## config.mk

```make
export PLATFORM = sky130hd
export DESIGN_NAME = gdre_reply_encoder
export DESIGN_NICKNAME = d
export VERILOG_FILES = /design/src/design/gdre_pkg.sv /design/src/design/gdre_reply_encoder.sv
export SDC_FILE = /design/constraint.sdc
export NUM_CORES = 1
export LEC_CHECK = 0
export BUFFER_PORTS_ARGS = -buffer_cell sky130_fd_sc_hd__buf_2
export CORE_MARGIN = 5
export CORE_UTILIZATION = 39
export CTS_CLUSTER_SIZE = 8
export DETAILED_ROUTE_END_ITERATION = 10
export GPL_ROUTABILITY_DRIVEN = 0
export GPL_TIMING_DRIVEN = 0
export HOLD_SLACK_MARGIN = 0.02
export SYNTH_ARGS = -nofsm -noshare
export SYNTH_HDL_FRONTEND = slang
export SYNTH_SLANG_ARGS = --single-unit
```

## constraint.sdc

```tcl
create_clock -name CLK -period 3 [get_ports CLK]
set_clock_uncertainty 0.2 [all_clocks]
set_input_delay 0.15 -clock CLK [delete_from_list [all_inputs] [get_ports CLK]]
set_output_delay 0.15 -clock CLK [all_outputs]
set_load 0.005 [all_outputs]
```

## src/design/gdre_pkg.sv

```systemverilog
// constants and types for the gate driver reply encoder
// Behaviour
// RQ1: reply byte one echoes opcode, bit6 acknowledges
// RQ2: revision reply 50h, revision in low nibble
// RQ3: unsolicited status reports start 85h or 86h
// RQ4: status-0 bits 7:5 hold restart cause
// RQ5: status-0 bits 4:1 hold input fault flags
// RQ6: status-0 bit 0 set while any fault
// RQ7: status-1 bits 3,2,0 flags; others zero
// RQ8: config-0 bit6 amplifier standby; bits 7,4 zero
// RQ9: config-0 bit5 picks sleep or standby
// RQ10: config-0 bits 3,2 disable lockout, short detect
// RQ11: config-0 bits 1:0 pick overcurrent threshold
// RQ12: config-0 resets to all zero
// RQ13: config-2 bits 4:2 dead time, 7:5 zero
// RQ14: config-2 bits 1:0 blanking time, default 00
// RQ15: host opcodes carry top bit set
// RQ16: unsolicited report only on rising status bit; code also sends a status-0 report after reset and on each restart event
// RQ17: status-0 request clears restart cause
// RQ18: unknown command gets not-acknowledge, no change
package gdre_pkg;
   localparam logic [7:0] GDRE_OP_SET_CFG0 = 8'h81;
   localparam logic [7:0] GDRE_OP_GET_CFG0 = 8'h82;
   localparam logic [7:0] GDRE_OP_STATUS0 = 8'h85;
   localparam logic [7:0] GDRE_OP_STATUS1 = 8'h86;
   localparam logic [7:0] GDRE_OP_SET_CFG2 = 8'h87;
   localparam logic [7:0] GDRE_OP_GET_CFG2 = 8'h88;
   localparam logic [7:0] GDRE_OP_REV = 8'h90;
   localparam logic [7:0] GDRE_CMD_BIT = 8'h80;
   localparam logic [7:0] GDRE_ACK_BIT = 8'h40;
   localparam logic [7:0] GDRE_UNSOL_BIT = 8'h80;
   localparam logic [7:0] GDRE_CFG0_MASK = 8'h6f;
   localparam logic [7:0] GDRE_CFG2_MASK = 8'h1f;
   localparam logic [7:0] GDRE_REV_MASK = 8'h0f;
   localparam logic [7:0] GDRE_STAT1_MASK = 8'h0d;
   localparam logic [7:0] GDRE_CFG0_RST = 8'h00;
   localparam logic [7:0] GDRE_CFG2_RST = 8'h00;
   localparam int GDRE_CFG0_AMP_BIT = 6;
   localparam int GDRE_CFG0_SLEEP_BIT = 5;
   localparam int GDRE_CFG0_UVLO_BIT = 3;
   localparam int GDRE_CFG0_SC_BIT = 2;
   localparam int GDRE_CAUSE_LSB = 5;
   localparam logic [2:0] GDRE_CAUSE_THERMAL = 3'h5;
   localparam logic [2:0] GDRE_CAUSE_SLEEP = 3'h3;
   localparam logic [2:0] GDRE_CAUSE_UNDERV = 3'h2;
   localparam logic [2:0] GDRE_CAUSE_POR = 3'h1;
   localparam logic [2:0] GDRE_CAUSE_NONE = 3'h0;
   typedef enum logic [2:0] {
      GDRE_IDLE = 3'b001,
      GDRE_BYTE1 = 3'b010,
      GDRE_BYTE2 = 3'b100
   } gdre_state_t;
endpackage : gdre_pkg

```

## src/design/gdre_reply_encoder.sv

```systemverilog
// reply and unsolicited message encoder for the gate driver command link
`timescale 1ns/10ps
module gdre_reply_encoder
   import gdre_pkg::*;
#(
   parameter logic [3:0] HW_REVISION = 4'h1, // arbitrary value
   parameter bit HAS_AMPLIFIERS = 1'b1
) (
   input wire logic CLK,
   input wire logic RESETN,
   input wire logic CE,
   input wire logic CMD_VALID,
   input wire logic [7:0] CMD_OPCODE,
   input wire logic CMD_HAS_DATA,
   input wire logic [7:0] CMD_DATA,
   input wire logic RESTART_VALID,
   input wire logic [2:0] RESTART_CAUSE,
   input wire logic INPUT_OVERVOLTAGE_FLAG,
   input wire logic INPUT_UNDERVOLTAGE_FLAG,
   input wire logic THERMAL_FAULT_FLAG,
   input wire logic THERMAL_WARNING_FLAG,
   input wire logic EXTERNAL_OVERCURRENT_FLAG,
   input wire logic EXTERNAL_GATE_UNDERVOLTAGE_FLAG,
   input wire logic REGULATOR_UNDERVOLTAGE_FLAG,
   input wire logic TX_READY,
   output logic TX_VALID,
   output logic [7:0] TX_BYTE,
   output logic BUSY,
   output logic AMP_OFF_IN_STANDBY,
   output logic SLEEP_SELECT,
   output logic GATE_UVLO_DISABLE,
   output logic SHORT_DETECT_DISABLE,
   output logic [1:0] OVERCURRENT_SEL,
   output logic [2:0] DEAD_TIME_SEL,
   output logic [1:0] BLANKING_SEL
);

   gdre_state_t state_r;
   logic [7:0] cfg0_r;
   logic [7:0] cfg2_r;
   logic [2:0] cause_r;
   logic [6:0] flags_s1_r, flags_s2_r, flags_prev_r;
   logic pend0_r, pend1_r;
   logic [7:0] b1_r, b2_r;
   logic [7:0] stat0, stat1;
   logic [6:0] flags_now;
   logic [6:0] rise;
   logic take_cmd, take_unsol0, take_unsol1, cmd_ok;
   logic [7:0] rep_b1, rep_b2;

   // clean a written config byte down to its implemented bits
   function automatic logic [7:0] clean_cfg0(input logic [7:0] d);
      logic [7:0] v;
      v = d & GDRE_CFG0_MASK; // RQ8
      if (!HAS_AMPLIFIERS) begin
         v[GDRE_CFG0_AMP_BIT] = 1'b0; // RQ8
      end
      return v;
   endfunction : clean_cfg0

   // fault pins pass two flops before use
   always_ff @(posedge CLK) begin
      if (!RESETN) begin
         flags_s1_r <= '0;
         flags_s2_r <= '0;
      end else if (CE) begin
         flags_s1_r <= {INPUT_OVERVOLTAGE_FLAG, INPUT_UNDERVOLTAGE_FLAG, THERMAL_FAULT_FLAG,
                        THERMAL_WARNING_FLAG, EXTERNAL_OVERCURRENT_FLAG,
                        EXTERNAL_GATE_UNDERVOLTAGE_FLAG, REGULATOR_UNDERVOLTAGE_FLAG};
         flags_s2_r <= flags_s1_r;
      end
   end

   assign flags_now = flags_s2_r;

   assign stat0 = {cause_r, flags_now[6:3], |flags_now}; // RQ4 RQ5 RQ6
   assign stat1 = {4'h0, flags_now[2], flags_now[1], 1'b0, flags_now[0]} & GDRE_STAT1_MASK; // RQ7

   assign rise = flags_now & ~flags_prev_r; // RQ16

   always_ff @(posedge CLK) begin
      if (!RESETN) begin
         flags_prev_r <= '0;
      end else if (CE) begin
         flags_prev_r <= flags_now;
      end
   end

   assign take_cmd = CE && CMD_VALID && state_r == GDRE_IDLE;
   assign take_unsol0 = CE && !CMD_VALID && state_r == GDRE_IDLE && pend0_r;
   assign take_unsol1 = CE && !CMD_VALID && state_r == GDRE_IDLE && !pend0_r && pend1_r;

   // decode the opcode into an acknowledge decision and a second byte
   always_comb begin
      cmd_ok = 1'b0;
      rep_b2 = 8'h00;
      unique case (CMD_OPCODE)
         GDRE_OP_SET_CFG0: begin
            cmd_ok = CMD_HAS_DATA;
            rep_b2 = CMD_HAS_DATA ? clean_cfg0(CMD_DATA) : cfg0_r;
         end
         GDRE_OP_GET_CFG0: begin
            cmd_ok = 1'b1;
            rep_b2 = cfg0_r;
         end
         GDRE_OP_STATUS0: begin
            cmd_ok = 1'b1;
            rep_b2 = stat0;
         end
         GDRE_OP_STATUS1: begin
            cmd_ok = 1'b1;
            rep_b2 = stat1;
         end
         GDRE_OP_SET_CFG2: begin
            cmd_ok = CMD_HAS_DATA;
            rep_b2 = CMD_HAS_DATA ? (CMD_DATA & GDRE_CFG2_MASK) : cfg2_r; // RQ13 RQ14
         end
         GDRE_OP_GET_CFG2: begin
            cmd_ok = 1'b1;
            rep_b2 = cfg2_r;
         end
         GDRE_OP_REV: begin
            cmd_ok = 1'b1;
            rep_b2 = {4'h0, HW_REVISION} & GDRE_REV_MASK; // RQ2
         end
         default: begin
            cmd_ok = 1'b0; // RQ18
            rep_b2 = 8'h00;
         end
      endcase
      rep_b1 = (CMD_OPCODE & ~GDRE_CMD_BIT) | (cmd_ok ? GDRE_ACK_BIT : 8'h00); // RQ1 RQ15
   end

   // configuration registers, written only by acknowledged set commands
   always_ff @(posedge CLK) begin
      if (!RESETN) begin
         cfg0_r <= GDRE_CFG0_RST; // RQ12
         cfg2_r <= GDRE_CFG2_RST; // RQ14
      end else if (take_cmd && cmd_ok) begin
         if (CMD_OPCODE == GDRE_OP_SET_CFG0) begin
            cfg0_r <= clean_cfg0(CMD_DATA);
         end
         if (CMD_OPCODE == GDRE_OP_SET_CFG2) begin
            cfg2_r <= CMD_DATA & GDRE_CFG2_MASK; // RQ13
         end
      end
   end

   // restart cause: a new restart event wins over a clearing request
   always_ff @(posedge CLK) begin
      if (!RESETN) begin
         cause_r <= GDRE_CAUSE_POR;
      end else if (CE) begin
         if (RESTART_VALID) begin
            cause_r <= RESTART_CAUSE; // RQ4
         end else if (take_cmd && CMD_OPCODE == GDRE_OP_STATUS0) begin
            cause_r <= GDRE_CAUSE_NONE; // RQ17
         end
      end
   end

   // pending unsolicited reports; a new rise wins over the send
   always_ff @(posedge CLK) begin
      if (!RESETN) begin
         pend0_r <= 1'b1;
         pend1_r <= 1'b0;
      end else if (CE) begin
         if ((|rise[6:3]) || RESTART_VALID) begin
            pend0_r <= 1'b1; // RQ16
         end else if (take_unsol0 || (take_cmd && CMD_OPCODE == GDRE_OP_STATUS0)) begin
            pend0_r <= 1'b0;
         end
         if (|rise[2:0]) begin
            pend1_r <= 1'b1; // RQ16
         end else if (take_unsol1 || (take_cmd && CMD_OPCODE == GDRE_OP_STATUS1)) begin
            pend1_r <= 1'b0;
         end
      end
   end

   // two-byte transmit sequencer
   always_ff @(posedge CLK) begin
      if (!RESETN) begin
         state_r <= GDRE_IDLE;
         b1_r <= 8'h00;
         b2_r <= 8'h00;
      end else if (CE) begin
         unique case (state_r)
            GDRE_IDLE: begin
               if (take_cmd) begin
                  b1_r <= rep_b1;
                  b2_r <= rep_b2;
                  state_r <= GDRE_BYTE1;
               end else if (take_unsol0) begin
                  b1_r <= GDRE_OP_STATUS0 | GDRE_UNSOL_BIT; // RQ3
                  b2_r <= stat0;
                  state_r <= GDRE_BYTE1;
               end else if (take_unsol1) begin
                  b1_r <= GDRE_OP_STATUS1 | GDRE_UNSOL_BIT; // RQ3
                  b2_r <= stat1;
                  state_r <= GDRE_BYTE1;
               end
            end
            GDRE_BYTE1: begin
               if (TX_READY) begin
                  state_r <= GDRE_BYTE2;
               end
            end
            GDRE_BYTE2: begin
               if (TX_READY) begin
                  state_r <= GDRE_IDLE;
               end
            end
            default: state_r <= GDRE_IDLE;
         endcase
      end
   end

   assign TX_VALID = state_r != GDRE_IDLE;
   assign TX_BYTE = (state_r == GDRE_BYTE2) ? b2_r : b1_r;
   assign BUSY = state_r != GDRE_IDLE;

   assign AMP_OFF_IN_STANDBY = cfg0_r[GDRE_CFG0_AMP_BIT]; // RQ8
   assign SLEEP_SELECT = cfg0_r[GDRE_CFG0_SLEEP_BIT]; // RQ9
   assign GATE_UVLO_DISABLE = cfg0_r[GDRE_CFG0_UVLO_BIT]; // RQ10
   assign SHORT_DETECT_DISABLE = cfg0_r[GDRE_CFG0_SC_BIT]; // RQ10
   assign OVERCURRENT_SEL = cfg0_r[1:0]; // RQ11
   assign DEAD_TIME_SEL = cfg2_r[4:2]; // RQ13
   assign BLANKING_SEL = cfg2_r[1:0]; // RQ14

endmodule : gdre_reply_encoder

```

==> results.py <==
metrics = {
    "critical_path": {
        "arrival_ps": 2810,
        "cp-start-kind": "primary input",
        "cp.required_ps": 2980,
        "critPathKind": "in -> reg",
        "worstSetupEndpointType": "flop",
        "crit_fanout": 10,
    },
    "global_route": {
        "grt_max_degree": 19,
        "grt_overflow": 0,
        "grt_pass1_vias": 2661,
        "grt_pass1_wl_mm": 13.7,
        "track_usage_pct": 17.4,
        "antenna_found_initial": 0,
    },
    "sta": {
        "fmax_mhz": 353,
        "setup_viol": 0,
        "fin_setup_tns_ps": 0,
        "tightest_slew_ps": 736,
        "finalHoldViolations": 0,
        "rsz0062_at_grt": "no",
        "slew_headroom_pct": 50.9,
        "min_period_ps": 2830,
        "fin_crit_sh_pct": 94.4,
        "slew_violations": 0,
    },
    "yosys": {
        "async_flop_share_pct": 0,
        "synth_area_leaders": "dfxtp_1 (38%), mux2i_1 (11%), nor2_1 (5.1%)",
        "ys_warn_count": 0,
        "synthDistinctLibCells": 63,
        "synth_edf_count": 0,
        "yosysTopAreaCell": "dfxtp_1",
        "synth_common_cells": "dfxtp_1 (56), nor2_1 (40), mux2i_1 (33)",
        "yosysSeqAreaShare_pct": 37.8,
        "synth-seq-cells": 56,
        "netlist_area_um2": 2970,
        "syn-mean-instance-area_um2": 9.02,
        "synth_flop_cell": "dfxtp_1",
        "synth.net_count": 362,
        "syn_inst": 329,
        "yosysMostFrequentCell": "dfxtp_1",
        "yosysTopAreaCellShare_pct": 37.8,
    },
    "cells_and_area": {
        "layout.area.seq_um2": 1120,
        "nFillCells": 726,
        "fin_nets": 441,
        "drive_above_1_share_pct": 22.2,
        "multi_input_area_um2": 1670,
        "syn2layout_area_growth_pct": 23.6,
        "diodes": 0,
        "layout.cells.non_filler": 508,
    },
    "floorplanning": {
        "fp-row-count": 31,
        "die_h_um": 97.2,
        "initial_core_util_pct": 40.5,
        "io_pins": 54,
        "die_w_um": 97.2,
        "coreArea_um2": 7330,
        "dieArea_um2": 9450,
    },
    "clocking": {
        "cts.sinks": 56,
        "cts_buffer_depth": 2,
        "cts_tree": "built",
        "cts.clk_slew.worst_paths_ps": 90,
        "cts_buffers": 5,
        "cts_setup_buffers": 0,
        "cts_root_buf": "clkbuf_8",
        "htreeDepth": 2,
        "clkLatencyLatePin_ps": 310,
        "cts_resized": 0,
    },
    "route": {
        "vias": 2778,
        "dr.pass1.iters": 5,
        "totalWireLength_mm": 8.27,
        "via_per_inst": 5.47,
        "wl_per_cell_um": 16.3,
        "antenna_left": 0,
        "first_iter_violations": 207,
        "drc": 0,
    },
    "placement": {
        "dp_hpwl_mm": 6.23,
        "dp_cells": 475,
        "io_buffer_count": 47,
    },
    "flow_run": {
        "max-cap-violations": 0,
    },
    "power_and_ir_drop": {
        "power.density_nw_per_um2": 406,
        "ir_drop_uv": 220,
        "p_leak_nw": 1.47,
    },
    "run_status": {
        "status": "completed",
    },
    "hold_path": {
        "hold_path.class": "in -> reg",
    },
}
==> worst paths after layout <==
kind	from	end	slack (ps)	depth (start not counted)
worst max-delay path	CMD_OPCODE[5]	cause_r[2]$_SDFFE_PN0P_	170	9
worst max register to register	state_r[0]$_SDFFE_PN1P_	cause_r[2]$_SDFFE_PN0P_	400	7
worst min-delay path	RESTART_VALID	pend0_r$_SDFFE_PN1P_	20	3
worst min register to register	flags_s1_r[0]$_SDFFE_PN0P_	flags_s1_r[0]$_SDFFE_PN0P_	310	2
==> cell families (layout without fill, tap and decap cells) <==
family | Yosys count | count (layout) | synth area share (%)
simple gates | 112 | 112 | 21.6
compound gates | 79 | 79 | 19.9
buf+inv | 39 | 119 | 5.82
xor+xnor | 1 | 1 | 0.295
flops | 56 | 56 | 37.8
mux | 42 | 42 | 14.6
==> sequential cells by signal (all words and copies together), names as in the netlist, 5 cells and up <==
signal	count
b1_r	8
flags_s1_r	7
cfg0_r	6
flags_now	7
b2_r	8
cfg2_r	5
flags_prev_r	7
==> layout by cell type (no fill, tap or decap), types with 7 or more instances in the layout <==
cell type,synthesis,layout
buf_2,9,56
dfxtp_1,56,56
nor2_1,40,40
mux2i_1,33,33
dlygate4sd3_1,0,25
a21oi_1,15,15
inv_1,14,14
nand2_1,12,12
clkbuf_1,10,10
mux2_2,9,9
nand3_1,8,8
o22ai_1,7,7
o21ai_0,7,7
a22oi_1,7,7
==> power by group <==
part	internal, mW	total, mW	leakage [nW]	switching (mW)
clock	0.166	0.415	0.0445	0.248
sequential	0.774	0.800	0.456	0.0255
combinational	0.126	0.275	0.966	0.149
total	1.07	1.49	1.47	0.423
==> worst max-delay path, cell delays in order <==
cell and delay, ps:
dlygate4sd3_1 530, buf_2 150, nor4b_4 330, buf_2 280
nand3_1 210, o2bb2a_1 390, a32oi_1 150, dlygate4sd3_1 560
nor2_1 40
==> through the flow <==
stage | power, mW | utilization [%] | hold slack [ps] | area (um^2) | setup slack [ps]
4_1_cts | 1.50 | 50.0 | 27.1 | 3670 | 189
3_5_place_dp | 1.06 | 45.4 | 196 | 3330 | 676
2_1_floorplan | 0.975 | - | 97.2 | 2970 | 1120
3_3_place_gp | 1.06 | 45.4 | 188 | 3330 | 705
6_report | 1.49 | 50.0 | 23.5 | 3670 | 167
5_1_grt | 1.56 | 50.0 | 63.8 | 3670 | 17.9
==> cell type report <==
type	instances	area share, %
buffer	25	3.28
tap	99	3.38
multi-input combinational	234	45.6
sequential	56	30.6
timing repair buffer	72	13.2
clock buffer	5	1.88
clock inverter	3	0.580
inverter	14	1.43
==> layer usage <==
layer | vias up | part of all wire (%) | global-route usage [%]
li1 | 1365 | - | -
met1 | 1307 | 49 | 25.1
met2 | 95 | 43 | 26.8
met3 | 11 | 6.0 | 3.02
met4 | 0 | 1.4 | 4.47
met5 | - | 0 | 0
==> what timing repair did <==
action                                 in CTS  in global routing
hold buffers                               25                  0
setup endpoints to repair                   0                  0
endpoints found under the hold margin      27                  0
Note: power is estimated with default switching activity, not from simulation.
